## src/wwd_pkg.sv

```systemverilog
// windowed watchdog: shared constants, register layout and types
// assumes a single 25 MHz clock and a one-word register port
//
// Contract
// - restart write needs key byte, else ignored
// - keyed restart bit one within window reloads counter
// - counter loads from mode reload field
// - irq enable bit gates faults onto interrupt
// - reset enable bit gates faults onto reset
// - processor-only bit picks reset scope
// - restart accepted when counter within window
// - restart above window is an error
// - debug halt bit stops counter in debug
// - idle halt bit stops counter in idle
// - disable bit stops the timer
// - underflow flag sticky until status read
// - error flag sticky until status read
// - tick is slow clock over 128, restartable
// - mode writable once, write reloads counter
// - status read clears flags, irq, fault
// - underflow sets flag and maybe fault
package wwd_pkg;

  // ---------------------------------------------------------------
  // register map
  // ---------------------------------------------------------------
  localparam int ADDR_W = 8;
  localparam logic [7:0] OFS_RESTART = 8'h00;
  localparam logic [7:0] OFS_MODE = 8'h04;
  localparam logic [7:0] OFS_STATUS = 8'h08;
  localparam logic [7:0] OFS_IRQ_STAT = 8'h0c;
  localparam logic [7:0] OFS_IRQ_CLR = 8'h10;
  localparam logic [7:0] OFS_IRQ_EN = 8'h14;

  // ---------------------------------------------------------------
  // fields and reset values
  // ---------------------------------------------------------------
  localparam logic [7:0] RESTART_KEY = 8'ha5;
  localparam int KEY_LSB = 24;
  localparam int RESTART_BIT = 0;
  localparam logic [31:0] MODE_RESET = 32'h3fff2fff;
  localparam logic [31:0] MODE_MASK = 32'h3fffffff;
  localparam int CNT_W = 12;
  localparam int SLOW_DIV = 128;
  localparam int EVT_W = 2;
  localparam logic [1:0] EVT_RESET = 2'h0;

  // mode register layout, bit 31 down to 0
  typedef struct packed {
    logic [1:0] rsvd;
    logic idle_halt;
    logic debug_halt;
    logic [11:0] restart_window_limit;
    logic timer_disable;
    logic processor_only_reset;
    logic fault_reset_enable;
    logic fault_irq_enable;
    logic [11:0] counter_reload_value;
  } wwd_mode_t;

  // fault events, also the status and irq bit layout
  typedef struct packed {
    logic restart_error;
    logic underflow;
  } wwd_evt_t;

endpackage

```

## src/wwd_prescale.sv

```systemverilog
// windowed watchdog: slow clock divider giving the count tick
// assumes slow_tick_i is a one-cycle enable synchronous to clk_i
`timescale 1ns/1ps

module wwd_prescale #(
  parameter int DIV = wwd_pkg::SLOW_DIV
) (
  input wire logic clk_i,
  input wire logic rst_i,
  input wire logic slow_tick_i,
  input wire logic restart_i,
  output logic tick_o
);

  localparam int W = $clog2(DIV);
  localparam logic [W-1:0] LAST = W'(DIV - 1);

  logic [W-1:0] div_q;
  logic [W-1:0] div_d;

  // divide by DIV, cleared by any restart
  always_comb begin
    div_d = div_q;
    if (restart_i) begin
      div_d = '0;
    end else if (slow_tick_i) begin
      div_d = (div_q == LAST) ? '0 : div_q + W'(1);
    end
  end

  always_ff @(posedge clk_i) begin
    if (rst_i) begin
      div_q <= '0;
    end else begin
      div_q <= div_d;
    end
  end

  assign tick_o = slow_tick_i && !restart_i && (div_q == LAST);

endmodule

```

## src/wwd_top.sv

```systemverilog
// windowed watchdog: registers, down counter, flags, irq and fault
// assumes one clock, synchronous reset and a single-cycle reg port
`timescale 1ns/1ps

module wwd_top #(
  parameter int DIV = wwd_pkg::SLOW_DIV
) (
  input wire logic clk_i,
  input wire logic rst_i,
  input wire logic [7:0] addr_i,
  input wire logic [31:0] wdata_i,
  input wire logic wr_i,
  input wire logic rd_i,
  output logic [31:0] rdata_o,
  input wire logic slow_tick_i,
  input wire logic debug_state_i,
  input wire logic idle_state_i,
  output logic irq_o,
  output logic fault_all_o,
  output logic fault_proc_o
);

  // ---------------------------------------------------------------
  // state
  // ---------------------------------------------------------------
  wwd_pkg::wwd_mode_t mode_q, mode_d;
  logic mode_locked_q, mode_locked_d;
  logic [11:0] cnt_q, cnt_d;
  wwd_pkg::wwd_evt_t flags_q, flags_d;
  wwd_pkg::wwd_evt_t irq_stat_q, irq_stat_d;
  wwd_pkg::wwd_evt_t irq_en_q, irq_en_d;
  logic irq_q, irq_d;
  logic fault_all_q, fault_all_d;
  logic fault_proc_q, fault_proc_d;
  logic [31:0] rdata_q, rdata_d;

  // ---------------------------------------------------------------
  // access decode
  // ---------------------------------------------------------------
  logic key_ok;
  logic wr_restart;
  logic restart_ok;
  logic restart_err;
  logic mode_wr;
  logic status_rd;
  logic irq_clr_wr;
  logic irq_en_wr;
  logic halted;
  logic tick;
  logic count_en;
  logic underflow;
  wwd_pkg::wwd_evt_t evt;

  assign key_ok = wdata_i[wwd_pkg::KEY_LSB +: 8] == wwd_pkg::RESTART_KEY;
  assign wr_restart = wr_i && (addr_i == wwd_pkg::OFS_RESTART) && key_ok
    && wdata_i[wwd_pkg::RESTART_BIT];
  assign restart_ok = wr_restart
    && (cnt_q <= mode_q.restart_window_limit);
  assign restart_err = wr_restart && !restart_ok;
  assign mode_wr = wr_i && (addr_i == wwd_pkg::OFS_MODE) && !mode_locked_q;
  assign status_rd = rd_i && (addr_i == wwd_pkg::OFS_STATUS);
  assign irq_clr_wr = wr_i && (addr_i == wwd_pkg::OFS_IRQ_CLR);
  assign irq_en_wr = wr_i && (addr_i == wwd_pkg::OFS_IRQ_EN);

  // count gating: disable, debug halt, idle halt
  assign halted = mode_q.timer_disable
    || (mode_q.debug_halt && debug_state_i)
    || (mode_q.idle_halt && idle_state_i);

  // ---------------------------------------------------------------
  // slow clock divider
  // ---------------------------------------------------------------
  wwd_prescale #(
    .DIV(DIV)
  ) u_prescale (
    .clk_i(clk_i),
    .rst_i(rst_i),
    .slow_tick_i(slow_tick_i),
    .restart_i(restart_ok || mode_wr),
    .tick_o(tick)
  );

  assign count_en = tick && !halted;
  assign underflow = count_en && (cnt_q == '0);
  assign evt = '{restart_error: restart_err, underflow: underflow};

  // ---------------------------------------------------------------
  // mode register and down counter
  // ---------------------------------------------------------------
  always_comb begin
    mode_d = mode_q;
    mode_locked_d = mode_locked_q;
    cnt_d = cnt_q;
    if (mode_wr) begin
      mode_d = wwd_pkg::wwd_mode_t'(wdata_i & wwd_pkg::MODE_MASK);
      mode_locked_d = 1'b1;
      cnt_d = wdata_i[11:0];
    end else if (restart_ok) begin
      cnt_d = mode_q.counter_reload_value;
    end else if (count_en) begin
      // wrap to reload after underflow
      cnt_d = (cnt_q == '0) ? mode_q.counter_reload_value
                            : cnt_q - 12'h001;
    end
  end

  always_ff @(posedge clk_i) begin
    if (rst_i) begin
      mode_q <= wwd_pkg::wwd_mode_t'(wwd_pkg::MODE_RESET);
      mode_locked_q <= 1'b0;
      cnt_q <= wwd_pkg::MODE_RESET[11:0];
    end else begin
      mode_q <= mode_d;
      mode_locked_q <= mode_locked_d;
      cnt_q <= cnt_d;
    end
  end

  // ---------------------------------------------------------------
  // status flags, irq status and fault outputs
  // ---------------------------------------------------------------
  always_comb begin
    wwd_pkg::wwd_evt_t clr;
    clr = '0;
    if (irq_clr_wr) begin
      clr = wwd_pkg::wwd_evt_t'(wdata_i[1:0]);
    end
    if (status_rd) begin
      clr = '1;
    end
    // set wins over clear
    flags_d = evt | (status_rd ? wwd_pkg::wwd_evt_t'('0) : flags_q);
    irq_stat_d = evt | (irq_stat_q & ~clr);
    irq_en_d = irq_en_wr ? wwd_pkg::wwd_evt_t'(wdata_i[1:0]) : irq_en_q;
    irq_d = mode_q.fault_irq_enable && |(irq_stat_d & irq_en_d);
    fault_all_d = fault_all_q;
    fault_proc_d = fault_proc_q;
    if (mode_q.fault_reset_enable && |evt) begin
      fault_all_d = !mode_q.processor_only_reset;
      fault_proc_d = mode_q.processor_only_reset;
    end else if (status_rd) begin
      fault_all_d = 1'b0;
      fault_proc_d = 1'b0;
    end
  end

  always_ff @(posedge clk_i) begin
    if (rst_i) begin
      flags_q <= wwd_pkg::EVT_RESET;
      irq_stat_q <= wwd_pkg::EVT_RESET;
      irq_en_q <= wwd_pkg::EVT_RESET;
      irq_q <= 1'b0;
      fault_all_q <= 1'b0;
      fault_proc_q <= 1'b0;
    end else begin
      flags_q <= flags_d;
      irq_stat_q <= irq_stat_d;
      irq_en_q <= irq_en_d;
      irq_q <= irq_d;
      fault_all_q <= fault_all_d;
      fault_proc_q <= fault_proc_d;
    end
  end

  // ---------------------------------------------------------------
  // read data, one cycle after the strobe
  // ---------------------------------------------------------------
  always_comb begin
    rdata_d = '0;
    if (!rd_i) begin
      rdata_d = '0;
    end else if (addr_i == wwd_pkg::OFS_MODE) begin
      rdata_d = mode_q;
    end else if (addr_i == wwd_pkg::OFS_STATUS) begin
      rdata_d = {30'h0, flags_q};
    end else if (addr_i == wwd_pkg::OFS_IRQ_STAT) begin
      rdata_d = {30'h0, irq_stat_q};
    end else if (addr_i == wwd_pkg::OFS_IRQ_EN) begin
      rdata_d = {30'h0, irq_en_q};
    end
  end

  always_ff @(posedge clk_i) begin
    if (rst_i) begin
      rdata_q <= '0;
    end else begin
      rdata_q <= rdata_d;
    end
  end

  assign rdata_o = rdata_q;
  assign irq_o = irq_q;
  assign fault_all_o = fault_all_q;
  assign fault_proc_o = fault_proc_q;

  logic bad_key_wr;
  assign bad_key_wr = wr_i && (addr_i == wwd_pkg::OFS_RESTART) && !key_ok;
  logic zero_bit_wr;
  assign zero_bit_wr = wr_i && (addr_i == wwd_pkg::OFS_RESTART) && key_ok
    && !wdata_i[wwd_pkg::RESTART_BIT];

  // ---------------------------------------------------------------
  // divider reference for the tick spacing check
  // ---------------------------------------------------------------
  logic [15:0] slow_seen_q, slow_seen_d;

  // slow ticks counted since the last count tick or restart
  always_comb begin
    slow_seen_d = slow_seen_q;
    if (tick || restart_ok || mode_wr) begin
      slow_seen_d = 16'h0000;
    end else if (slow_tick_i) begin
      slow_seen_d = slow_seen_q + 16'h0001;
    end
  end

  always_ff @(posedge clk_i) begin
    if (rst_i) begin
      slow_seen_q <= 16'h0000;
    end else begin
      slow_seen_q <= slow_seen_d;
    end
  end
endmodule

```

## config.mk

```make
export PLATFORM = sky130hd
export DESIGN_NAME = wwd_top
export DESIGN_NICKNAME = d
export VERILOG_FILES = /design/src/wwd_pkg.sv /design/src/wwd_prescale.sv /design/src/wwd_top.sv
export SDC_FILE = /design/constraint.sdc
export NUM_CORES = 1
export LEC_CHECK = 0
export BUFFER_PORTS_ARGS = -buffer_cell sky130_fd_sc_hd__buf_2
export CAP_MARGIN = 20
export CORE_ASPECT_RATIO = 0.5
export CORE_MARGIN = 3
export CORE_UTILIZATION = 49
export CTS_CLUSTER_SIZE = 28
export DETAILED_ROUTE_END_ITERATION = 7
export PLACE_DENSITY = 0.76
export SYNTH_ARGS = -nofsm -noshare
export SYNTH_HDL_FRONTEND = slang
export SYNTH_SLANG_ARGS = --single-unit
```

## constraint.sdc

```tcl
create_clock -name clk_i -period 2.4 [get_ports clk_i]
set_input_delay 0.12 -clock clk_i [delete_from_list [all_inputs] [get_ports clk_i]]
set_output_delay 0.12 -clock clk_i [all_outputs]
set_load 0.1 [all_outputs]
```

==> results of run 1 <==
-- worst max-delay path, delay by kind of cell, from the launching register on --
kind,cells,cell delay (ns)
AND/OR/NAND/NOR,4,0.83
AO/OA/AOI/OAI,2,0.53
flip-flops,1,0.31
adder cells (fa/ha/maj),1,0.29
buffers and inverters,2,0.24
-- per-layer routing --
metal  vias up  GRT usage, %
li1       1796             -
met1      1658          29.6
met2        95          36.8
met3        13          5.83
met4         0          5.99
met5         -             0
-- where the power goes --
group	switching, mW	internal (mW)
clock network	0.592	0.815
logic	0.110	0.0818
registers	0.00627	1.48
-- final cells by class --
type	count	area [µm²]	area share (%)
multi-input combinational	319	2030	39.6
sequential	89	1780	34.8
timing repair buffer	129	810	15.8
clock buffer	9	225	4.40
tap	108	135	2.64
clock inverter	7	80.1	1.56
inverter	16	60.1	1.17
-- cell families after synthesis --
kind of cell / after synthesis
compound gates: 98
flops: 89
mux: 3
fa+ha+maj: 15
buf+inv: 40
xor+xnor: 14
other cells: 1
simple gates: 187
-- registers in the layout (all words and copies together) (netlist names), 2 cells and up --
| name | count |
|---|---|
| flags_q | 2 |
| cnt_q | 12 |
| mode_q | 30 |
| u_prescale.div_q | 7 |
| irq_stat_q | 2 |
| rdata_o | 30 |
| irq_en_q | 2 |
-- cells in the final DEF (no fill, tap or decap), drive strengths merged, types with 2 or more instances in the layout --
cell         Yosys  routed
buf             11     115
and2            18      18
o21ai           10      10
nand3b           7       7
o21bai           2       2
nor4             4       4
o31ai            2       2
inv             16      17
a21o             7       7
or3              3       3
a21oi           40      40
mux2i            3       3
xnor2            9       9
a31oi            8       8
nand3            9       9
clkinv           0       3
clkinvlp         0       2
and3             7       7
a22oi            2       2
nand2           54      54
dfxtp           89      89
nand2b           3       3
a211o           11      11
dlygate4sd3      0      14
nor3            26      26
clkbuf          13       9
conb             1       2
nor2b            3       3
xor2             5       5
nor2            41      41
ha              15      15
nand4            5       5
or4              2       2
o221ai           5       5
-- what timing repair did --
item / 4_1_cts / 5_1_grt
setup endpoints to repair: 16 / 18
resized for setup: 2 / 17
hold buffers: 14 / 0
endpoints found under the hold margin: 14 / 0
setup buffers: 0 / 1
pin swaps: 0 / 6
-- worst max-delay path by stage --
| stage | cells past startpoint | endpoint | slack, ns |
|---|---|---|---|
| finish | 9 | cnt_q[11] | 0.08 |
| global route | 11 | cnt_q[2] | -0.03 |
| CTS | 9 | cnt_q[11] | 0.02 |
| detailed placement | 9 | cnt_q[11] | -0.12 |
| global placement | 9 | cnt_q[11] | 0.03 |
| floorplan | 11 | cnt_q[4] | 0.13 |
-- per-stage QoR --
| step | area [µm²] | TNS, ns |
|---|---|---|
| floorplan | 3910 | 0 |
| finish | 5120 | 0 |
| detailed placement | 4590 | -0.717 |
| CTS | 5030 | 0 |
| global route | 5120 | -0.0729 |
| global placement | 4590 | 0 |
==> impl_metrics.env, run 1 <==
export IMPL_yosys_area_share_simple_pct=24.3
export IMPL_nets=626
export IMPL_synth_commonest_cells="89 x dfxtp_1, 54 x nand2_1, 41 x nor2_1"
export IMPL_grt_pass1_vias=3493
export IMPL_dieArea_um2=9150
export IMPL_ctsRootBufferMaster="clkbuf_16"
export IMPL_yosys_cell_count_top_type="dfxtp_1"
export IMPL_worst_slew_pin_slew_ns=0.563
export IMPL_wirelength_met1_um=4630
export IMPL_relSlewSlack_pct=62.5
export IMPL_antenna_left=0
export IMPL_ys_ff_latch=89
export IMPL_hold_class="primary input to flip-flop"
export IMPL_placed_cells=646
export IMPL_reg2reg_slack_ns=0.08
export IMPL_gr_total_overflow=0
export IMPL_critPathArrivalTime_ns=2.55
export IMPL_cts_path_max_buffers=2
export IMPL_setup_ws_ns=0.0819
export IMPL_grt_max_degree=26
export IMPL_fin_skew_ns=0.00375
export IMPL_start_util_pct=51.8
export IMPL_wl_um=10100
export IMPL_layout_min_cycle_time_ns=2.32
export IMPL_synthMuxAreaShare_pct=0.768
export IMPL_crit_slowest_cell="or3_1"
export IMPL_insertion_delay_ns=0.34
export IMPL_htree_levels=3
export IMPL_top_layer="met4"
export IMPL_hold_viol=0
export IMPL_final_core_util_pct=67.9
export IMPL_slew_violations=0
export IMPL_power_mw=3.09
export IMPL_met3WireLength_um=676
export IMPL_p_leak_nw=2.35
export IMPL_clock_fmax_ghz=0.431
export IMPL_viasPerCell=5.26
export IMPL_r2r_cells=9
export IMPL_cts_clk_slew_worst_paths_ns=0.06
export IMPL_startpoint_type="flip-flop"
export IMPL_cp_end_kind="flip-flop"
export IMPL_cts_sinks=89
export IMPL_ir_worst_vdd_mv=0.452
export IMPL_path_cells="inv_1 > ha_1 > nand4_1 > nor2_2 > a21boi_4 > nor4_4 > or3_1 > buf_6 > o32a_1"
export IMPL_synth_area_leaders="dfxtp_1 46%, nand2_1 5.2%, a21oi_1 4.9%"
export IMPL_whs_ns=0.0125
export IMPL_synth_async_reset_ratio_pct=0
export IMPL_synth_fa_ha_area_share_pct=4.80
export IMPL_drv_cap=0
export IMPL_core_area_um2=7540
export IMPL_grtUsageTotal_pct=22.5
export IMPL_reg2reg_to="cnt_q[11]"
export IMPL_wire_per_inst_um=14.9
export IMPL_cts_tree="done"
export IMPL_post_route_period_util_pct=96.6
export IMPL_first_pass_iters=4
export IMPL_wl_met2_um=4670
export IMPL_die_width_um=132
export IMPL_drive_above_1_share_pct=27.2
export IMPL_ys_seq_area_share_pct=45.6
export IMPL_grt_first_pass_wirelength_um=16400
export IMPL_startpoint="mode_q[22]"
export IMPL_syn_area_um2=3910
export IMPL_die_height_um=69.1
export IMPL_drc=0
export IMPL_syn_to_final_growth_pct=31.1
export IMPL_cp_slowest_stage_delay_ns=0.40
export IMPL_num_vias=3562
export IMPL_synth_edf_count=0
export IMPL_path_class="flip-flop to flip-flop"
export IMPL_synth_warnings=0
export IMPL_whs_endpoint="mode_q[10]"
export IMPL_place_congestion=0.927
export IMPL_postSynthAreaPerCell_um2=8.74
export IMPL_setup_violations_final=0
export IMPL_io_pins=82
export IMPL_yosysTopAreaCell="dfxtp_1"
export IMPL_synth_top_area_share_pct=45.6
export IMPL_antenna_found_initial=0
export IMPL_synth_top_family_by_area="simple AND/OR/NAND/NOR gates"
export IMPL_min_path_cells=3
export IMPL_p_per_area_nw_per_um2=603
export IMPL_min_from="wdata_i[10]"
export IMPL_worstPathRequired_ns=2.63
export IMPL_hpwl_um=7370
export IMPL_drt_iter0_drc=332
export IMPL_crit_fanout=19
export IMPL_pre_cts_slack_ns=-0.117
export IMPL_syn_inst=447
export IMPL_io_buffers=79
export IMPL_cts_made_buffers=9
export IMPL_rows=22
export IMPL_yosys_most_used_dff="dfxtp_1"
export IMPL_status="complete, no violations"
export IMPL_synth_xor_area_share_pct=3.14
export IMPL_yosys_cell_types_count=57
export IMPL_r2r_start="mode_q[22]"
export IMPL_fin_cells=677
export IMPL_fill_cells=648
export IMPL_synth_compound_area_share_pct=16.6
export IMPL_antenna_cells_inserted=0
Note: power is estimated with default switching activity, not from simulation.
==> run 2, diff against run 1 <==
--- a/config.mk
+++ b/config.mk
@@ -5,11 +5,12 @@
 export SDC_FILE = /design/constraint.sdc
 export NUM_CORES = 1
 export LEC_CHECK = 0
+export ABC_AREA = 1
 export BUFFER_PORTS_ARGS = -buffer_cell sky130_fd_sc_hd__buf_2
 export CAP_MARGIN = 20
 export CORE_ASPECT_RATIO = 0.5
 export CORE_MARGIN = 3
-export CORE_UTILIZATION = 49
+export CORE_UTILIZATION = 50
 export CTS_CLUSTER_SIZE = 28
 export DETAILED_ROUTE_END_ITERATION = 7
 export PLACE_DENSITY = 0.76
==> impl_metrics.env, run 2 <==
export IMPL_htree_levels=3
export IMPL_antenna_found_initial=0
export IMPL_cts_sinks=89
export IMPL_path_class="flip-flop to flip-flop"
export IMPL_cts_tree="done"
export IMPL_multi_input_area_um2=2070
export IMPL_violations="negative hold slack"
export IMPL_synth_top_area_share_pct=41.2
export IMPL_post_cts_resized=0
export IMPL_yosys_most_used_dff="dfxtp_1"
export IMPL_syn_to_final_growth_pct=18.0
export IMPL_dieArea_um2=9880
export IMPL_layout_common_cells="134 x nand2_1, 89 x dfxtp_1, 86 x inv_1"
export IMPL_status="complete, but fails checks"
export IMPL_fill_cells=754
export IMPL_cpLargestDelayFamily="simple AND/OR/NAND/NOR gates"
export IMPL_rsz0062_at_grt="false"
export IMPL_rows=23
export IMPL_ys_ff_latch=89
export IMPL_antenna_cells_inserted=0
export IMPL_reg2reg_to="cnt_q[11]"
export IMPL_clock_fmax_ghz=0.500
export IMPL_place_congestion=0.887
export IMPL_reg2reg_slack_ns=0.40
export IMPL_placed_cells=759
export IMPL_r2r_cells=14
export IMPL_postSynthAreaPerCell_um2=7.44
export IMPL_whs_ns=-0.000593
export IMPL_min_from="wdata_i[4]"
export IMPL_drv_cap=0
export IMPL_fin_cells=780
export IMPL_ys_seq_area_share_pct=41.2
export IMPL_cp_end_kind="flip-flop"
export IMPL_post_route_period_util_pct=83.3
export IMPL_num_vias=3838
export IMPL_hold_class="primary input to flip-flop"
export IMPL_syn_area_um2=4330
export IMPL_yosys_cell_types_count=40
export IMPL_die_height_um=71.8
export IMPL_relSlewSlack_pct=55.9
export IMPL_die_width_um=138
export IMPL_ir_worst_vdd_mv=0.347
export IMPL_synth_commonest_cells="134 x nand2_1, 89 x dfxtp_1, 86 x inv_1"
export IMPL_insertion_delay_ns=0.35
export IMPL_crit_slowest_cell="dfxtp_1"
export IMPL_yosys_cell_count_top_type="nand2_1"
export IMPL_finalInstanceArea_um2=5110
export IMPL_grtUsageTotal_pct=21.0
export IMPL_holdBufCountCts=7
export IMPL_nets=727
export IMPL_antenna_left=0
export IMPL_syn_inst=582
export IMPL_layout_min_cycle_time_ns=2.00
export IMPL_worstPathRequired_ns=2.70
export IMPL_cts_made_buffers=9
export IMPL_hold_viol=1
export IMPL_cts_clk_slew_worst_paths_ns=0.06
export IMPL_min_path_cells=3
export IMPL_gr_total_overflow=0
export IMPL_wire_per_inst_um=12.5
export IMPL_start_util_pct=52.8
export IMPL_viasPerCell=4.92
export IMPL_io_pins=82
export IMPL_cts_path_max_buffers=2
export IMPL_p_leak_nw=2.75
export IMPL_fin_skew_ns=0.00521
export IMPL_synth_async_reset_ratio_pct=0
export IMPL_startpoint_type="flip-flop"
export IMPL_seq_area_um2=1780
export IMPL_core_area_um2=8200
export IMPL_drc=0
export IMPL_whs_endpoint="mode_q[4]"
export IMPL_yosysTopAreaCell="dfxtp_1"
export IMPL_worst_slew_pin_slew_ns=0.660
export IMPL_grt_pass1_vias=3543
export IMPL_crit_fanout=23
export IMPL_io_buffers=79
export IMPL_r2r_start="mode_q[27]"
export IMPL_cts_setup_buffers=0
export IMPL_crit_path_frequent_cell="nand2_1"
export IMPL_synth_area_leaders="dfxtp_1 41%, nand2_1 12%, inv_1 7.5%"
export IMPL_critPathArrivalTime_ns=2.30
export IMPL_ctsRootBufferMaster="clkbuf_16"
export IMPL_grt_max_degree=46
export IMPL_dpl_cell_area_um2=4770
export IMPL_wl_um=9730
export IMPL_synth_edf_count=0
export IMPL_fin_setup_tns_ns=0
export IMPL_layout_commonest_cell="nand2_1"
export IMPL_hpwl_um=7150
export IMPL_cp_slowest_stage_delay_ns=0.32
export IMPL_crit_buf_inv=3
export IMPL_first_pass_iters=4
export IMPL_p_per_area_nw_per_um2=574
export IMPL_synth_warnings=0
export IMPL_path_cells="inv_1 > ha_1 > nand2_1 > inv_1 > nand2_1 > nor2_1 > nand2_1 > nand3_2 > nand2_4 > nand2_4 > nand3_4 > o21ai_0 > inv_1 > nand2_1"
export IMPL_drive_above_1_share_pct=19.8
export IMPL_slew_violations=0
export IMPL_grt_first_pass_wirelength_um=16300
export IMPL_drt_iter0_drc=219
export IMPL_setup_violations_final=0
==> run 2: cell count changes after synthesis, moves of 11 or more <==
cell | before | now
a211o_1 | 11 | 0
nand3_1 | 8 | 30
a21oi_1 | 38 | 18
and2_1 | 18 | 0
o21ai_1 | 1 | 18
nand2_1 | 54 | 134
nor2_1 | 41 | 64
nor3_1 | 25 | 5
inv_1 | 16 | 86
o211ai_1 | 1 | 25
==> run 2: through the flow <==
step / setup slack (ns) / utilization, % / power (mW)
after floorplan: 0.677 / - / 1.59
after global placement: 0.531 / 58.1 / 1.65
after detailed placement: 0.462 / 58.1 / 1.65
after CTS: 0.419 / 62.3 / 2.96
after global routing: 0.177 / 62.3 / 3.03
final: 0.400 / 62.3 / 2.93
==> run 2: cell type report <==
type,instances,area share (%)
Clock inverter,2,0.294
Sequential cell,89,34.9
Clock buffer,12,5.02
Inverter,90,6.61
Tap cell,112,2.74
Multi-Input combinational cell,384,40.6
Timing Repair Buffer,91,9.85
==> run 2: cell families (layout without fill, tap and decap cells) <==
logic type                 Yosys count  after routing  synth area share, %
xor gates and xnor gates            11             11                 2.23
other                                1              2               0.0866
buffers and inverters              110            195                 11.0
adders and majority gates           15             15                 4.34
DFF                                 89             89                 41.2
AOI/OAI and AO/OA                   84             84                 12.2
and+or+nand+nor                    272            272                 29.0
==> run 2: report_power, final <==
part	internal [mW]	switching, mW	leakage (nW)
Sequential	1.48	0.00383	0.719
Combinational	0.0523	0.0875	1.90
Clock	0.746	0.562	0.127
Total	2.28	0.653	2.75
==> run 2: layer usage <==
metal  wire length [µm]  GRT usage [%]
met1               4670           28.1
met4                 70           6.31
met5                  0              0
met3                614           5.82
met2               4370           33.1
==> run 2: tightest hold or removal path: stages <==
cell and delay (ns):
buf_2 0.07, nand2_1 0.05, nand3_1 0.07
==> run 2: worst max-delay path by stage <==
| stage | from | end | slack [ns] | depth (start not counted) |
|---|---|---|---|---|
| after floorplan | mode_q[27] | cnt_q[5] | 0.68 | 14 |
| final | mode_q[27] | cnt_q[11] | 0.40 | 14 |
| after CTS | mode_q[27] | cnt_q[11] | 0.42 | 14 |
| after global routing | mode_q[27] | cnt_q[11] | 0.18 | 14 |
| after global placement | mode_q[27] | cnt_q[8] | 0.53 | 14 |
| after detailed placement | mode_q[27] | cnt_q[11] | 0.46 | 14 |
==> run 3, diff against run 2 <==
--- a/config.mk
+++ b/config.mk
@@ -10,10 +10,10 @@
 export CAP_MARGIN = 20
 export CORE_ASPECT_RATIO = 0.5
 export CORE_MARGIN = 3
-export CORE_UTILIZATION = 50
+export CORE_UTILIZATION = 55
 export CTS_CLUSTER_SIZE = 28
 export DETAILED_ROUTE_END_ITERATION = 7
-export PLACE_DENSITY = 0.76
+export PLACE_DENSITY = 0.79
 export SYNTH_ARGS = -nofsm -noshare
 export SYNTH_HDL_FRONTEND = slang
 export SYNTH_SLANG_ARGS = --single-unit
==> constraint.sdc (replaced) <==
create_clock -name clk_i -period 2.1 [get_ports clk_i]
set_input_delay 0.105 -clock clk_i [delete_from_list [all_inputs] [get_ports clk_i]]
set_output_delay 0.105 -clock clk_i [all_outputs]
set_load 0.1 [all_outputs]
==> impl_metrics.env, run 3 (synthesis results as in run 2) <==
export IMPL_status="complete, no violations"
export IMPL_grtUsageTotal_pct=23.1
export IMPL_grt_first_pass_wirelength_um=16800
export IMPL_finalInstanceArea_um2=5310
export IMPL_nets=735
export IMPL_antenna_found_initial=0
export IMPL_p_leak_nw=2.83
export IMPL_cp_end_kind="flip-flop"
export IMPL_fin_setup_tns_ns=0
export IMPL_antenna_cells_inserted=0
export IMPL_crit_fanout=11
export IMPL_setup_violations_final=0
export IMPL_place_congestion=0.923
export IMPL_io_pins=82
export IMPL_clock_fmax_ghz=0.496
export IMPL_rsz0062_at_grt="true"
export IMPL_ir_worst_vdd_mv=0.383
export IMPL_hold_viol=0
export IMPL_drt_iter0_drc=371
export IMPL_ctsRootBufferMaster="clkbuf_16"
export IMPL_grt_pass1_vias=3673
export IMPL_hpwl_um=7130
export IMPL_startpoint_type="flip-flop"
export IMPL_worstPathRequired_ns=2.31
export IMPL_first_pass_iters=7
export IMPL_post_route_period_util_pct=96.1
export IMPL_hold_class="primary input to flip-flop"
export IMPL_antenna_left=0
export IMPL_cts_made_buffers=9
export IMPL_cts_tree="done"
export IMPL_die_width_um=131
export IMPL_insertion_delay_ns=0.34
export IMPL_die_height_um=68.7
export IMPL_io_buffers=79
export IMPL_layout_min_cycle_time_ns=2.02
export IMPL_dpl_cell_area_um2=4790
export IMPL_slew_violations=0
export IMPL_wl_um=10200
export IMPL_drv_cap=0
export IMPL_switching_share_pct=21.3
export IMPL_cts_clk_slew_worst_paths_ns=0.06
export IMPL_drive_above_1_share_pct=22.3
export IMPL_num_vias=3984
export IMPL_cts_sinks=89
export IMPL_power_mw=3.51
export IMPL_path_class="flip-flop to flip-flop"
export IMPL_p_int_mw=2.76
export IMPL_gr_total_overflow=0
export IMPL_start_util_pct=57.8
export IMPL_layout_common_cells="134 x nand2_1, 87 x dfxtp_1, 85 x inv_1"
export IMPL_syn_to_final_growth_pct=22.6
export IMPL_layout_commonest_cell="nand2_1"
export IMPL_p_per_area_nw_per_um2=661
export IMPL_htree_levels=3
export IMPL_dieArea_um2=9030
export IMPL_grt_max_degree=33
export IMPL_fill_cells=622
export IMPL_core_area_um2=7490
export IMPL_critPathArrivalTime_ns=2.23
export IMPL_wire_per_inst_um=12.9
export IMPL_switchingPower_mw=0.746
export IMPL_fin_skew_ns=0.00477
export IMPL_rows=22
export IMPL_pwr_share_comb_pct=4.8
export IMPL_clock_power_share_pct=46.8
export IMPL_seqPwrFrac_pct=48.4
export IMPL_reg2reg_slack_ns=0.08
export IMPL_viasPerCell=5.08
export IMPL_drc=0
export IMPL_cts_path_max_buffers=2
-- run 3: cell count changes in the layout (fill, tap and decap cells not counted), moves of 2 or more --
cell	previous run	this run
buf_4	5	10
ha_1	15	11
ha_4	0	4
dfxtp_1	89	87
dfxtp_2	0	2
nand2_2	6	4
nand2_8	0	2
nand3_2	4	6
nor2_1	64	62
nor2_2	5	7
o21ai_0	12	10
o21ai_1	18	20
-- run 3: power groups by stage --
stage / combinational [mW] / sequential [mW] / clock (mW)
CTS: 0.163 / 1.70 / 1.66
floorplan: 0.0809 / 1.74 / 0
finish: 0.168 / 1.70 / 1.64
detailed placement: 0.151 / 1.74 / 0
global route: 0.188 / 1.70 / 1.73
global placement: 0.150 / 1.74 / 0
-- run 3: layout make-up --
type | instances | area, µm² | share of cell area, %
Multi-Input combinational cell | 386 | 2190 | 41.4
Sequential cell | 89 | 1780 | 33.6
Timing Repair Buffer | 97 | 551 | 10.4
Inverter | 90 | 338 | 6.37
Clock buffer | 12 | 267 | 5.02
Tap cell | 108 | 135 | 2.55
Clock inverter | 2 | 37.5 | 0.707
-- run 3: critical path, stage by stage (launching register included) --
cell and delay, ns:
dfxtp_1 0.30, inv_1 0.06, ha_1 0.29, nand2_1 0.09, inv_1 0.06, nand2_1 0.09
nor2_2 0.12, nand2_1 0.09, nand3_2 0.08, nand2_4 0.11, nand2_8 0.12, nand3_2 0.24
nand2_1 0.15, nand3_1 0.07
-- run 3: worst paths after layout --
kind | cells past startpoint | to | start
max | 13 | cnt_q[5] | mode_q[26]
max reg2reg | 13 | cnt_q[5] | mode_q[26]
min reg2reg | 2 | rdata_o[4] | mode_q[4]
min | 3 | mode_q[3] | wdata_i[3]
-- run 3: routing by layer --
metal / track usage (%) / vias to the layer above / share of wire [%]
li1: - / 2035 / -
met1: 29.6 / 1808 / 48
met2: 38.5 / 132 / 44
met3: 7.17 / 9 / 6.8
met4: 6.41 / 0 / 0.93
met5: 0 / - / 0
-- run 3: repair_timing --
| action | in CTS | in global routing |
|---|---|---|
| endpoints found under the setup margin | 0 | 21 |
| hold endpoints to repair | 8 | 0 |
| buffers inserted | 0 | 1 |
| hold buffers | 8 | 0 |
| gates resized for setup | 0 | 18 |
-- run 3: stage by stage --
step / setup slack (ns) / utilization (%) / hold WS, ns / instances
global route: -0.0565 / 70.9 / 0.00179 / 784
floorplan: 0.377 / - / 0.231 / 583
detailed placement: 0.0900 / 64.0 / 0.328 / 759
CTS: 0.0261 / 69.1 / 0.00122 / 781
global placement: 0.219 / 64.0 / 0.323 / 759
finish: 0.0829 / 70.9 / 0.00976 / 784
